$ cat src/common/thermo_regs.svh
`ifndef THERMO_REGS_SVH
`define THERMO_REGS_SVH

// Register pointers on the device's register access port.
`define TMC_PTR_SENSOR_CFG 8'h05
`define TMC_PTR_DEVICE_CFG 8'h06

// Reset values.
`define TMC_SENSOR_CFG_RST 8'h00
`define TMC_DEVICE_CFG_RST 8'h00

// Sensor configuration fields.
`define TMC_SENSOR_CFG_MASK 8'h77
`define TMC_FILT_LSB 0
`define TMC_FILT_MSB 2
`define TMC_TYPE_LSB 4
`define TMC_TYPE_MSB 6

// Device configuration fields.
`define TMC_CJ_RES_BIT 7
`define TMC_ADC_RES_LSB 5
`define TMC_ADC_RES_MSB 6
`define TMC_BURST_LSB 2
`define TMC_BURST_MSB 4
`define TMC_MODE_LSB 0
`define TMC_MODE_MSB 1

// Number of alert comparators.
`define TMC_ALERT_COUNT 4

`endif

$ cat src/common/thermo_pkg.sv
package thermo_pkg;

  typedef enum logic [1:0] {
    MODE_NORMAL = 2'b00,
    MODE_SHUTDOWN = 2'b01,
    MODE_BURST = 2'b10,
    MODE_KEEP = 2'b11
  } power_mode_t;

  typedef enum logic [2:0] {
    TC_K = 3'b000,
    TC_J = 3'b001,
    TC_T = 3'b010,
    TC_N = 3'b011,
    TC_S = 3'b100,
    TC_E = 3'b101,
    TC_B = 3'b110,
    TC_R = 3'b111
  } tc_type_t;

  typedef enum logic [1:0] {
    ADC_18BIT = 2'b00,
    ADC_16BIT = 2'b01,
    ADC_14BIT = 2'b10,
    ADC_12BIT = 2'b11
  } adc_res_t;

  typedef enum logic [2:0] {
    ST_IDLE = 3'b001,
    ST_START = 3'b010,
    ST_WAIT = 3'b100
  } seq_state_t;

endpackage

$ cat src/verilog/ema_filter.sv
`timescale 1ns/1ps
module ema_filter #(
  parameter int W = 16
) (
  input wire logic clk_in, // Clock.
  input wire logic sys_rst_in, // Asynchronous reset, active high.
  input wire logic clear_in, // Filter state reset pulse.
  input wire logic [2:0] coeff_in, // Filter coefficient n.
  input wire logic x_valid_in, // New unfiltered sample.
  input wire logic signed [W-1:0] x_in, // Unfiltered sample.
  output logic y_valid_out, // Filtered result pulse.
  output logic signed [W-1:0] y_out // Filtered result.
);

  logic primed_reg;

  // Computes (2x + (2^n - 1) y1) / (2^n + 1), which equals k x + (1 - k) y1.
  function automatic logic signed [W-1:0] filt_step(input logic signed [W-1:0] x,
                                                    input logic signed [W-1:0] y1,
                                                    input logic [2:0] n);
    logic [W+9:0] pw;
    logic signed [W+9:0] xe;
    logic signed [W+9:0] ye;
    logic signed [W+9:0] den;
    logic signed [W+9:0] num;
    logic signed [W+9:0] q;
    pw = {{(W+9){1'b0}}, 1'b1} << n;
    xe = {{10{x[W-1]}}, x};
    ye = {{10{y1[W-1]}}, y1};
    den = $signed(pw + {{(W+9){1'b0}}, 1'b1});
    num = (xe <<< 1) + ye * $signed(pw - {{(W+9){1'b0}}, 1'b1});
    q = num / den;
    return q[W-1:0];
  endfunction

  always_ff @(posedge clk_in or posedge sys_rst_in) begin
    if (sys_rst_in) begin
      primed_reg <= 1'b0;
    end else if (x_valid_in) begin
      primed_reg <= 1'b1;
    end else if (clear_in) begin
      primed_reg <= 1'b0;
    end
  end

  always_ff @(posedge clk_in or posedge sys_rst_in) begin
    if (sys_rst_in) begin
      y_out <= '0;
      y_valid_out <= 1'b0;
    end else begin
      y_valid_out <= x_valid_in;
      if (x_valid_in) begin
        if (clear_in || !primed_reg) begin
          y_out <= x_in;
        end else begin
          y_out <= filt_step(x_in, y_out, coeff_in);
        end
      end
    end
  end

endmodule // ema_filter

$ cat src/verilog/alert_compare.sv
`timescale 1ns/1ps
`include "thermo_regs.svh"
module alert_compare #(
  parameter int W = 16,
  parameter int N = `TMC_ALERT_COUNT
) (
  input wire logic clk_in, // Clock.
  input wire logic sys_rst_in, // Asynchronous reset, active high.
  input wire logic t_valid_in, // New temperature to compare.
  input wire logic signed [W-1:0] t_in, // Temperature under test.
  input wire logic [N*W-1:0] limit_in, // Packed signed alert limits.
  output logic [N-1:0] alert_out // One bit per limit, high above limit.
);

  always_ff @(posedge clk_in or posedge sys_rst_in) begin
    if (sys_rst_in) begin
      alert_out <= '0;
    end else if (t_valid_in) begin
      for (int i = 0; i < N; i++) begin
        alert_out[i] <= t_in > $signed(limit_in[i*W +: W]);
      end
    end
  end

endmodule // alert_compare

$ cat src/verilog/thermo_measure_control.sv
`timescale 1ns/1ps
`include "thermo_regs.svh"
module thermo_measure_control #(
  parameter int W = 16
) (
  input wire logic clk_in, // Clock, 200 MHz.
  input wire logic sys_rst_in, // Asynchronous reset, active high.
  input wire logic reg_wr_in, // Register write strobe.
  input wire logic reg_rd_in, // Register read strobe.
  input wire logic [7:0] reg_ptr_in, // Register pointer.
  input wire logic [7:0] reg_wdata_in, // Register write data.
  output logic [7:0] reg_rdata_out, // Register read data.
  output logic reg_rvalid_out, // Read data valid pulse.
  output logic conv_start_out, // Conversion start pulse.
  output logic conv_busy_out, // Conversion in progress.
  output logic [2:0] conv_tc_type_out, // Thermocouple type for this conversion.
  output logic [1:0] conv_adc_res_out, // ADC resolution for this conversion.
  output logic conv_cj_res_out, // Cold-junction resolution for this conversion.
  input wire logic sample_valid_in, // Converter result strobe.
  input wire logic signed [W-1:0] sample_in, // Unfiltered hot-junction sample.
  output logic temp_valid_out, // Filtered temperature pulse.
  output logic signed [W-1:0] temp_out, // Filtered temperature.
  input wire logic [`TMC_ALERT_COUNT*W-1:0] alert_limit_in, // Packed alert limits.
  output logic [`TMC_ALERT_COUNT-1:0] alert_out, // Alert conditions.
  output logic shutdown_out, // Idle at idle_supply_current.
  output logic burst_done_out // Burst finished pulse.
);

  logic [7:0] sensor_cfg_reg;
  logic [7:0] device_cfg;
  logic cj_res_reg;
  logic [1:0] adc_res_reg;
  logic [2:0] burst_code_reg;
  thermo_pkg::power_mode_t mode_reg;
  logic [7:0] burst_left_reg;
  thermo_pkg::seq_state_t state_reg;
  thermo_pkg::power_mode_t mode;
  thermo_pkg::power_mode_t wr_mode;
  logic wr_sensor;
  logic wr_device;
  logic sample_take;
  logic burst_last;
  logic run_req;

  // Number of burst samples for a sample-count code.
  function automatic logic [7:0] burst_len(input logic [2:0] code);
    return 8'h01 << code;
  endfunction

  assign wr_sensor = reg_wr_in && (reg_ptr_in == `TMC_PTR_SENSOR_CFG);
  assign wr_device = reg_wr_in && (reg_ptr_in == `TMC_PTR_DEVICE_CFG);
  assign wr_mode = thermo_pkg::power_mode_t'(reg_wdata_in[`TMC_MODE_MSB:`TMC_MODE_LSB]);
  assign mode = mode_reg;
  assign device_cfg = {cj_res_reg, adc_res_reg, burst_code_reg, mode_reg};
  assign sample_take = (state_reg == thermo_pkg::ST_WAIT) && sample_valid_in &&
                       (mode != thermo_pkg::MODE_SHUTDOWN);
  assign burst_last = sample_take && (mode == thermo_pkg::MODE_BURST) &&
                      (burst_left_reg == 8'h01);

  always_ff @(posedge clk_in or posedge sys_rst_in) begin
    if (sys_rst_in) begin
      sensor_cfg_reg <= `TMC_SENSOR_CFG_RST;
    end else if (wr_sensor) begin
      sensor_cfg_reg <= reg_wdata_in & `TMC_SENSOR_CFG_MASK;
    end
  end

  always_ff @(posedge clk_in or posedge sys_rst_in) begin
    if (sys_rst_in) begin
      cj_res_reg <= 1'(`TMC_DEVICE_CFG_RST >> `TMC_CJ_RES_BIT);
    end else if (wr_device) begin
      cj_res_reg <= reg_wdata_in[`TMC_CJ_RES_BIT];
    end
  end

  always_ff @(posedge clk_in or posedge sys_rst_in) begin
    if (sys_rst_in) begin
      adc_res_reg <= 2'(`TMC_DEVICE_CFG_RST >> `TMC_ADC_RES_LSB);
    end else if (wr_device) begin
      adc_res_reg <= reg_wdata_in[`TMC_ADC_RES_MSB:`TMC_ADC_RES_LSB];
    end
  end

  always_ff @(posedge clk_in or posedge sys_rst_in) begin
    if (sys_rst_in) begin
      burst_code_reg <= 3'(`TMC_DEVICE_CFG_RST >> `TMC_BURST_LSB);
    end else if (wr_device) begin
      burst_code_reg <= reg_wdata_in[`TMC_BURST_MSB:`TMC_BURST_LSB];
    end
  end

  // A host mode write (any mode but MODE_KEEP) outranks the automatic return to shutdown.
  always_ff @(posedge clk_in or posedge sys_rst_in) begin
    if (sys_rst_in) begin
      mode_reg <= thermo_pkg::power_mode_t'(2'(`TMC_DEVICE_CFG_RST));
    end else if (wr_device && (wr_mode != thermo_pkg::MODE_KEEP)) begin
      mode_reg <= wr_mode;
    end else if (burst_last) begin
      mode_reg <= thermo_pkg::MODE_SHUTDOWN;
    end
  end

  always_ff @(posedge clk_in or posedge sys_rst_in) begin
    if (sys_rst_in) begin
      burst_left_reg <= 8'h00;
    end else if (wr_device && (wr_mode == thermo_pkg::MODE_BURST)) begin
      burst_left_reg <= burst_len(reg_wdata_in[`TMC_BURST_MSB:`TMC_BURST_LSB]);
    end else if (sample_take && (mode == thermo_pkg::MODE_BURST)) begin
      burst_left_reg <= burst_left_reg - 8'h01;
    end
  end

  // Read port; unmapped pointers return zero.
  always_ff @(posedge clk_in or posedge sys_rst_in) begin
    if (sys_rst_in) begin
      reg_rdata_out <= 8'h00;
      reg_rvalid_out <= 1'b0;
    end else begin
      reg_rvalid_out <= reg_rd_in;
      if (reg_rd_in) begin
        case (reg_ptr_in)
          `TMC_PTR_SENSOR_CFG: reg_rdata_out <= sensor_cfg_reg;
          `TMC_PTR_DEVICE_CFG: reg_rdata_out <= device_cfg;
          default: reg_rdata_out <= 8'h00;
        endcase
      end
    end
  end

  assign run_req = (mode == thermo_pkg::MODE_NORMAL) ||
                   ((mode == thermo_pkg::MODE_BURST) && (burst_left_reg != 8'h00));

  always_ff @(posedge clk_in or posedge sys_rst_in) begin
    if (sys_rst_in) begin
      state_reg <= thermo_pkg::ST_IDLE;
    end else begin
      case (state_reg)
        thermo_pkg::ST_IDLE: begin
          if (run_req) begin
            state_reg <= thermo_pkg::ST_START;
          end
        end
        thermo_pkg::ST_START: begin
          state_reg <= thermo_pkg::ST_WAIT;
        end
        thermo_pkg::ST_WAIT: begin
          if (sample_valid_in || mode == thermo_pkg::MODE_SHUTDOWN) begin
            state_reg <= thermo_pkg::ST_IDLE;
          end
        end
        default: begin
          state_reg <= thermo_pkg::ST_IDLE;
        end
      endcase
    end
  end

  assign conv_start_out = (state_reg == thermo_pkg::ST_START);
  assign conv_busy_out = (state_reg != thermo_pkg::ST_IDLE);
  assign shutdown_out = (state_reg == thermo_pkg::ST_IDLE) &&
                        (mode == thermo_pkg::MODE_SHUTDOWN);

  always_ff @(posedge clk_in or posedge sys_rst_in) begin
    if (sys_rst_in) begin
      conv_tc_type_out <= thermo_pkg::TC_K;
      conv_adc_res_out <= thermo_pkg::ADC_18BIT;
      conv_cj_res_out <= 1'b0;
    end else if (state_reg == thermo_pkg::ST_IDLE && run_req) begin
      conv_tc_type_out <= sensor_cfg_reg[`TMC_TYPE_MSB:`TMC_TYPE_LSB];
      conv_adc_res_out <= adc_res_reg;
      conv_cj_res_out <= cj_res_reg;
    end
  end

  always_ff @(posedge clk_in or posedge sys_rst_in) begin
    if (sys_rst_in) begin
      burst_done_out <= 1'b0;
    end else begin
      burst_done_out <= burst_last;
    end
  end

  ema_filter #(
    .W(W)
  ) u_filter (
    .clk_in(clk_in),
    .sys_rst_in(sys_rst_in),
    .clear_in(wr_sensor),
    .coeff_in(sensor_cfg_reg[`TMC_FILT_MSB:`TMC_FILT_LSB]),
    .x_valid_in(sample_take),
    .x_in(sample_in),
    .y_valid_out(temp_valid_out),
    .y_out(temp_out)
  );

  alert_compare #(
    .W(W),
    .N(`TMC_ALERT_COUNT)
  ) u_alert (
    .clk_in(clk_in),
    .sys_rst_in(sys_rst_in),
    .t_valid_in(temp_valid_out),
    .t_in(temp_out),
    .limit_in(alert_limit_in),
    .alert_out(alert_out)
  );

endmodule // thermo_measure_control

$ cat config.mk
export PLATFORM = sky130hd
export DESIGN_NAME = thermo_measure_control
export DESIGN_NICKNAME = d
export VERILOG_FILES = /design/src/common/thermo_pkg.sv /design/src/verilog/ema_filter.sv /design/src/verilog/alert_compare.sv /design/src/verilog/thermo_measure_control.sv
export VERILOG_INCLUDE_DIRS = /design/src /design/src/common
export SDC_FILE = /design/constraint.sdc
export NUM_CORES = 1
export LEC_CHECK = 0
export BUFFER_PORTS_ARGS = -buffer_cell sky130_fd_sc_hd__clkbuf_2
export CORE_MARGIN = 2
export CORE_UTILIZATION = 32
export CTS_CLUSTER_SIZE = 16
export DETAILED_ROUTE_END_ITERATION = 10
export GPL_TIMING_DRIVEN = 1
export PLACE_DENSITY = 0.45
export SYNTH_ARGS = -nofsm -noshare
export SYNTH_HDL_FRONTEND = slang
export SYNTH_HIERARCHICAL = 1
export SYNTH_SLANG_ARGS = --single-unit
$ cat constraint.sdc
create_clock -name clk_in -period 127.8 [get_ports clk_in]
set_input_delay 6.39 -clock clk_in [delete_from_list [all_inputs] [get_ports clk_in]]
set_output_delay 6.39 -clock clk_in [all_outputs]
set_load 0.03 [all_outputs]
# After elaboration in Yosys (flattened, before gate mapping)

Cells that the tools add are included.
Widths: inputs -> output; s select.

Bits in registers: 63
Bits of input ports: 101
Word-level logic and storage cells: 75

Reduce and logical (&&, ||, !) cells: 21
Equality and inequality tests: 14
$mul: 1
Add/subtract/negate cells: 4
Muxes and demuxes: 11
Order comparisons: 4
Shifts and indexed selects: 2
Divide/modulo/power cells: 1

Operator list:

| operator              | count |
|---|---|
| $gt 16x16->1          | 4 |
| $add 17x26->26        | 1 |
| $add 26x1->26 const B | 1 |
| $div 26x26->26        | 1 |
| $mul 16x26->26        | 1 |
| $shl 1x3->26 const A  | 1 |
| $sub 26x1->26 const B | 1 |
| $eq 8x3->1 const B    | 2 |
| $mux 16               | 1 |
| $mux 8                | 2 |
| $pmux 8 s2            | 1 |
| $logic_and 1x1->1     | 11 |
| $pmux 3 s3            | 1 |
| $eq 8x1->1 const B    | 1 |
| $reduce_bool 8->1     | 1 |
| $shl 1x3->8 const A   | 1 |
| $sub 8x1->8 const B   | 1 |
| $mux 3                | 2 |
| $reduce_bool 2->1     | 3 |
| $eq 2x2->1 const B    | 2 |
| $mux 2                | 2 |
| $ne 2x1->1 const B    | 2 |
| $ne 2x2->1 const B    | 2 |
| $eq 3x1->1 const B    | 1 |
| other kinds (9)       | 12 |

# Logic depth before layout (Yosys ltp)

Gate-level depths: netlist of the first run.

Word-level depth: 7
Depth in mapped cells: 387
Depth with buffers taken out: 355

# Hierarchy

The synthesis of the first run kept the hierarchy.

By module, submodules not included:

| module                 | sequential area each (µm²) | cells an instance | area an instance (µm²) | times used |
|---|---|---|---|---|
| ema_filter             | 450.4                      | 3098              | 24113.1                | 1 |
| thermo_measure_control | 1027.2                     | 179               | 2112.0                 | 1 |
| alert_compare          | 100.1                      | 253               | 1849.3                 | 1 |

# Worst setup path before layout of the first run

OpenSTA, ideal clock, no wires.

Path type: input-to-reg
Start point: in sample_in[14]
End point: reg u_filter.y_out[14]
Slack: 52662 ps
Cell stages on the path: 357
Required time: 127675 ps
Buffers on the path: 32
Data arrival time: 75014 ps
Path through: fa_1 inv_1 fa_1 inv_1 fa_1 fa_1 fa_1 ha_1 buf_2 a2111oi_4 a211oi_1 nand2b_1 a311oi_2 o21ai_0 and4bb_1 nand2_1 nor4b_1 ha_1 [... 321 more ...] nor2b_1 o21a_1 o21ai_0 nor4bb_1 o311ai_0 a2111o_1 a221o_1 a21oi_2 nand4_2 nor3_1 ha_1 nand3_1 nand2_1 o21ai_0 a21oi_1 xnor2_1 o21ai_0 mux2_2

Word-level cells in the longest chain between the ends: 3

RTL lines:

| element              | line                         | RTL |
|---|---|---|
| start, declared      | thermo_measure_control.sv:20 | `input wire logic signed [W-1:0] sample_in,` |
| $add 17x26->26       | ema_filter.sv:31             | `num = (xe <<< 1) + ye * $signed(pw - {{(W+9){1'b0}}, 1'b1});` |
| $div 26x26->26       | ema_filter.sv:32             | `q = num / den;` |
| $mux 16 *            | ema_filter.sv:53             | `if (clear_in \|\| !primed_reg) begin` |
| end signal, assigned | ema_filter.sv:54             | `y_out <= x_in;` |
| end signal, assigned | ema_filter.sv:56             | `y_out <= filt_step(x_in, y_out, coeff_in);` |
| end, declared        | ema_filter.sv:12             | `output logic signed [W-1:0] y_out` |

Mark *: on every way between the ends. The rest lies on a longest branch, timed or not.
A chain may end at the register's enable or synchronous reset.

# Worst setup path after layout of the first run

Start point: in sample_in[12]
End point: reg u_filter.y_out[14]

Word-level cells in the longest chain between the ends: 3

RTL lines:

| element        | line |
|---|---|
| $add 17x26->26 | ema_filter.sv:31 |
| $div 26x26->26 | ema_filter.sv:32 |
| $mux 16        | ema_filter.sv:53 |

No other way between the ends.

==> impl_metrics.json, run 1 <==
{
  "cp.required_ps": 128040,
  "synth_top_area_share": 0.165,
  "cts_sinks": 63,
  "final_cell_area_um2": 30500,
  "rows": 108,
  "crit_arrival_ps": 87190,
  "post-cts-setup-buffers": 0,
  "reg2reg_to": "u_filter/y_out[14]",
  "grt_pass1_wl_mm": 149,
  "ys_warn_count": 6,
  "period_needed_ps": 86950,
  "wl_mm": 93.8,
  "fin_cells": 4837,
  "ctsResizeCount": 0,
  "cts.clk_slew.worst_paths_ps": 60,
  "cts_hold_buf": 0,
  "hold_start": "burst_code_reg[0]",
  "syn_area_um2": 28100,
  "yosysMostFrequentCell": "inv_1",
  "timing.fmax_ghz": 0.0115,
  "dieArea_um2": 90100,
  "firstDrtPassIters": 7,
  "synth.avg_cell_area_um2": 7.95,
  "wl_per_cell_um": 19.4,
  "syn_to_final_growth_pct": 8.62,
  "root_buffer": "clkbuf_16",
  "synth_area_leaders": "fa_1 17%, ha_1 16%, inv_1 5.9%",
  "htreeDepth": 3,
  "synthTopCellsByCount": "438 x inv_1, 351 x ha_1, 292 x nand2_1",
  "nFillCells": 9240,
  "dpl.cell_count": 4819,
  "grt-ovfl-total": 0,
  "max-slew-margin-rel": 0.307,
  "vias": 25700,
  "io_buffers": 140,
  "synth-seq-cells": 63,
  "drive_above_1_share": 0.102,
  "synth.largest_area_cell": "fa_1",
  "cts_tree": "yes",
  "ff2ff_path_depth": 340,
  "drtAntennaViolNets": 0,
  "drt_iter0_drc": 1456,
  "syn_inst": 3530,
  "nNetsFinal": 4359,
  "viasPerCell": 5.32,
  "cts_buffers": 9,
  "rsz0062_at_grt": "false",
  "tns_ps": 0,
  "clock_latency_ps": 350,
  "grt_use_total": 0.208,
  "rrSetupSlack_ps": 42970,
  "drcViolationCount": 0,
  "hold_depth": 1,
  "cp_num_buf_inv": 15,
  "crit_top_cell": "o21a_1",
  "start_util": 0.323,
  "setup_violations": 0,
  "worst_pin_slew_ps": 1030,
  "hold_ws_ps": 501,
  "crit_path_start_kind": "primary input",
  "crit_path_end_kind": "flip-flop",
  "ios": 141,
  "largest_reg_flops": 16,
  "grt_pass1_vias": 25800,
  "async_flop_share": 1.00,
  "cp_slowest_stage_delay_ps": 770,
  "grt_max_degree": 35,
  "skew_ps": 8.05,
  "min_to": "reg_rdata_out[2]",
  "hp-class": "reg -> reg",
  "cts_max_path_buffers": 2,
  "slowest_stage": "a21oi_1",
  "synthFlopType": "dfrtp_1",
  "maxSlewViolCount": 0,
  "placed_area_um2": 30200,
  "path_class": "in -> reg",
  "synth-seq-area-share": 0.0562,
  "antenna_found_initial": 0,
  "status": "complete, no violations",
  "design.core.area_um2": 86900,
  "finalHoldViolations": 0,
  "drv_cap": 0,
  "hpwl_mm": 78.1,
  "fin_crit_sh": 0.680,
  "cp_top_family": "compound AO/OA/AOI/OAI gates",
  "synth_edf_count": 0,
  "crit_path_max_fanout": 20,
  "die_h_um": 300,
  "fp.dieW_um": 300,
  "ys_types": 146,
  "r2r_start": "sensor_cfg_reg[2]",
  "gp_congestion": 0.865
}
[metrics by stage]
stage	setup slack [ps]	util
finish	40850	0.351
global route	33270	0.351
CTS	41140	0.351
detailed placement	41010	0.347
global placement	42320	0.347
floorplan	52660	-
[layer usage]
metal	share of wire	global-route usage
met1	0.46	0.281
met2	0.48	0.360
met3	0.035	0.0186
met4	0.021	0.0461
met5	0	0
[layout make-up]
| cell class | count | area, um2 | area share |
|---|---|---|---|
| sequential | 63 | 1580 | 0.0517 |
| clock inverter | 5 | 56.3 | 0.00185 |
| tap | 1155 | 1450 | 0.0474 |
| antenna | 2 | 5.00 | 0.000164 |
| multi-input combinational | 2977 | 24500 | 0.803 |
| clock buffer | 11 | 243 | 0.00796 |
| inverter | 444 | 1670 | 0.0547 |
| timing repair buffer | 180 | 1000 | 0.0328 |
[kinds of logic after synthesis]
family                     after synthesis  synth area share
DFF                                     63            0.0562
AOI/OAI and AO/OA                      904             0.233
adders and majority gates              583             0.322
muxes                                   77            0.0314
other                                    2          0.000268
and+or+nand+nor                       1187             0.225
xor gates and xnor gates               161            0.0515
buffers and inverters                  553            0.0810
[worst max-delay path by stage]
stage | from | end | depth (start not counted)
final | sample_in[12] | u_filter/y_out[14] | 330
after global routing | sample_in[8] | u_filter/y_out[14] | 332
after CTS | sample_in[12] | u_filter/y_out[14] | 328
after detailed placement | sample_in[12] | u_filter/y_out[14] | 329
after global placement | sample_in[12] | u_filter/y_out[14] | 331
after floorplan | sample_in[14] | u_filter/y_out[14] | 357
[cells in the final DEF, fill, tap and decap left out, types with 14 or more instances in the layout]
master | Yosys | routed
conb_1 | 2 | 65
a21oi_1 | 178 | 178
o21a_1 | 137 | 137
and2_1 | 93 | 93
a31oi_1 | 34 | 34
nand2b_1 | 41 | 41
nor3_1 | 166 | 166
nand4_1 | 36 | 36
xnor2_1 | 108 | 107
nor2b_1 | 42 | 42
mux2_2 | 45 | 45
inv_1 | 438 | 438
nand3_1 | 55 | 55
nand2_1 | 292 | 292
o211ai_1 | 23 | 23
o21ai_1 | 22 | 22
ha_1 | 351 | 351
o21ai_0 | 113 | 111
o22ai_1 | 14 | 14
a21o_1 | 67 | 67
a211oi_1 | 19 | 19
nor2_1 | 230 | 230
nor3b_1 | 20 | 20
or3_1 | 39 | 39
dfrtp_1 | 62 | 62
clkbuf_2 | 0 | 140
buf_4 | 24 | 40
and3_1 | 28 | 28
mux2i_1 | 24 | 24
or2_2 | 15 | 15
xor2_1 | 49 | 48
o31ai_1 | 81 | 81
fa_1 | 232 | 232
Power of run 1 is left out: the tool's default activity adds up to more than one toggle a clock period on the data nets, which glitch-free logic cannot reach.
==> run 2: changes to the inputs <==
--- a/config.mk
+++ b/config.mk
@@ -12,7 +12,7 @@
 export CTS_CLUSTER_SIZE = 16
 export DETAILED_ROUTE_END_ITERATION = 10
 export GPL_TIMING_DRIVEN = 1
-export PLACE_DENSITY = 0.45
+export PLACE_DENSITY = 0.47
 export SYNTH_ARGS = -nofsm -noshare
 export SYNTH_HDL_FRONTEND = slang
 export SYNTH_HIERARCHICAL = 1
==> constraint.sdc (replaced) <==
create_clock -name clk_in -period 69.8 [get_ports clk_in]
set_input_delay 3.49 -clock clk_in [delete_from_list [all_inputs] [get_ports clk_in]]
set_output_delay 3.49 -clock clk_in [all_outputs]
set_load 0.03 [all_outputs]
==> impl_metrics.json, run 2 (synthesis results as in run 1) <==
{
  "skew_ps": 8.55,
  "critical_path_depth": 335,
  "grt-ovfl-total": 0,
  "setup.worst_path.start": "sample_in[14]",
  "nFillCells": 9139,
  "dieArea_um2": 90100,
  "vias": 27000,
  "max-slew-margin-rel": 0.280,
  "root_buffer": "clkbuf_16",
  "crit_path_end_kind": "flip-flop",
  "layout_commonest_cell": "inv_1",
  "setup_violations": 0,
  "firstDrtPassIters": 5,
  "cts_buffers": 9,
  "r2r_start": "sensor_cfg_reg[2]",
  "cp_slowest_stage_delay_ps": 650,
  "reg2reg_to": "u_filter/y_out[14]",
  "crit_arrival_ps": 66360,
  "endpoint": "u_filter/y_out[14]",
  "grt_pass1_wl_mm": 152,
  "status": "complete, no violations",
  "finalHoldViolations": 0,
  "rows": 108,
  "ff2ff_path_depth": 344,
  "antenna_found_initial": 4,
  "final_cell_mix": "436 x inv_1, 337 x ha_1, 313 x buf_4, 287 x nand2_1, 232 x fa_1",
  "wl_per_cell_um": 18.9,
  "fp.dieW_um": 300,
  "final_cell_area_um2": 33500,
  "slowest_stage": "or4b_2",
  "start_util": 0.323,
  "drtAntennaViolNets": 0,
  "path_class": "in -> reg",
  "fin_crit_sh": 0.948,
  "placed_area_um2": 31800,
  "drt_iter0_drc": 1565,
  "drive_above_1_share": 0.202,
  "gp_congestion": 0.924,
  "cts_max_path_buffers": 2,
  "drcViolationCount": 0,
  "largest_reg_flops": 16,
  "cp_top_family": "compound AO/OA/AOI/OAI gates",
  "cp.required_ps": 70030,
  "maxSlewViolCount": 0,
  "hpwl_mm": 80.5,
  "cts.clk_slew.worst_paths_ps": 70,
  "clock_latency_ps": 350,
  "crit_path_max_fanout": 12,
  "hp-class": "reg -> reg",
  "rrSetupSlack_ps": 3860,
  "io_buffers": 140,
  "worst_pin_slew_ps": 1080,
  "drv_cap": 0,
  "grt_pass1_vias": 26900,
  "crit_top_cell": "o21a_1",
  "viasPerCell": 5.27,
  "period_needed_ps": 66140,
  "timing.fmax_ghz": 0.0151,
  "grt_max_degree": 35,
  "die_h_um": 300,
  "ios": 141,
  "design.core.area_um2": 86900,
  "grt_use_total": 0.212,
  "cts_tree": "yes",
  "htreeDepth": 3,
  "cts_sinks": 63,
  "cp_num_buf_inv": 19,
  "syn_to_final_growth_pct": 19.2,
  "cts_hold_buf": 0,
  "crit_path_start_kind": "primary input",
  "nNetsFinal": 4639,
  "wl_mm": 96.9,
  "hold_start": "burst_code_reg[1]"
}
-- run 2: cell types whose count changed in the layout (fill, tap and decap cells not counted), moves of 6 or more --
cell	previous run	this run
buf_4	40	313
nor2_4	0	6
a21oi_4	0	6
o21ai_1	22	30
buf_6	0	6
a21oi_2	4	28
o21ai_2	7	16
nor2_2	3	21
nor2_1	230	206
o21ai_0	111	93
ha_4	0	10
ha_1	351	337
a21oi_1	178	148
-- run 2: layer usage --
metal	vias to the layer above	part of all wire	GRT usage
li1	13300	-	-
met1	13000	0.46	0.283
met2	510	0.48	0.367
met3	103	0.032	0.0165
met4	2	0.025	0.0543
met5	-	0.00015	0
-- run 2: layout make-up --
| class | count | area [um2] | share of cell area |
|---|---|---|---|
| Sequential cell | 63 | 1580 | 0.0472 |
| Clock buffer | 9 | 225 | 0.00673 |
| Inverter | 444 | 1680 | 0.0502 |
| Multi-Input combinational cell | 2977 | 25400 | 0.758 |
| Timing Repair Buffer | 460 | 3120 | 0.0933 |
| Antenna cell | 1 | 2.50 | 0.0000748 |
| Tap cell | 1155 | 1450 | 0.0432 |
| Clock inverter | 7 | 48.8 | 0.00146 |
-- run 2: per-stage QoR --
stage               setup slack [ps]  hold WS [ps]   util  setup TNS [ps]  cells
finish                          3660           483  0.385               0   5116
global route                    -392           529  0.385           -2680   5116
CTS                             33.9           492  0.371               0   5057
detailed placement             -1360           487  0.366          -12960   5033
global placement               -10.9           468  0.366           -10.9   5033
floorplan                       33.9           461      -               0   3593
-- run 2: worst min-delay path by stage --
| stage | end | slack (ps) | cells after the start |
|---|---|---|---|
| 6_report | reg_rdata_out[3] | 480 | 1 |
| 5_1_grt | conv_tc_type_out[1] | 530 | 1 |
| 4_1_cts | reg_rdata_out[3] | 490 | 1 |
| 3_5_place_dp | reg_rdata_out[3] | 490 | 1 |
| 3_3_place_gp | reg_rdata_out[3] | 470 | 1 |
| 2_1_floorplan | reg_rdata_out[3] | 460 | 1 |
-- run 2: timing repair --
item	in CTS	in global routing
gates resized for setup	20	185
buffers inserted	8	57
pin swaps	3	69
setup endpoints to repair	16	16
gates cloned	0	1
Power of run 2 is left out for the same reason.
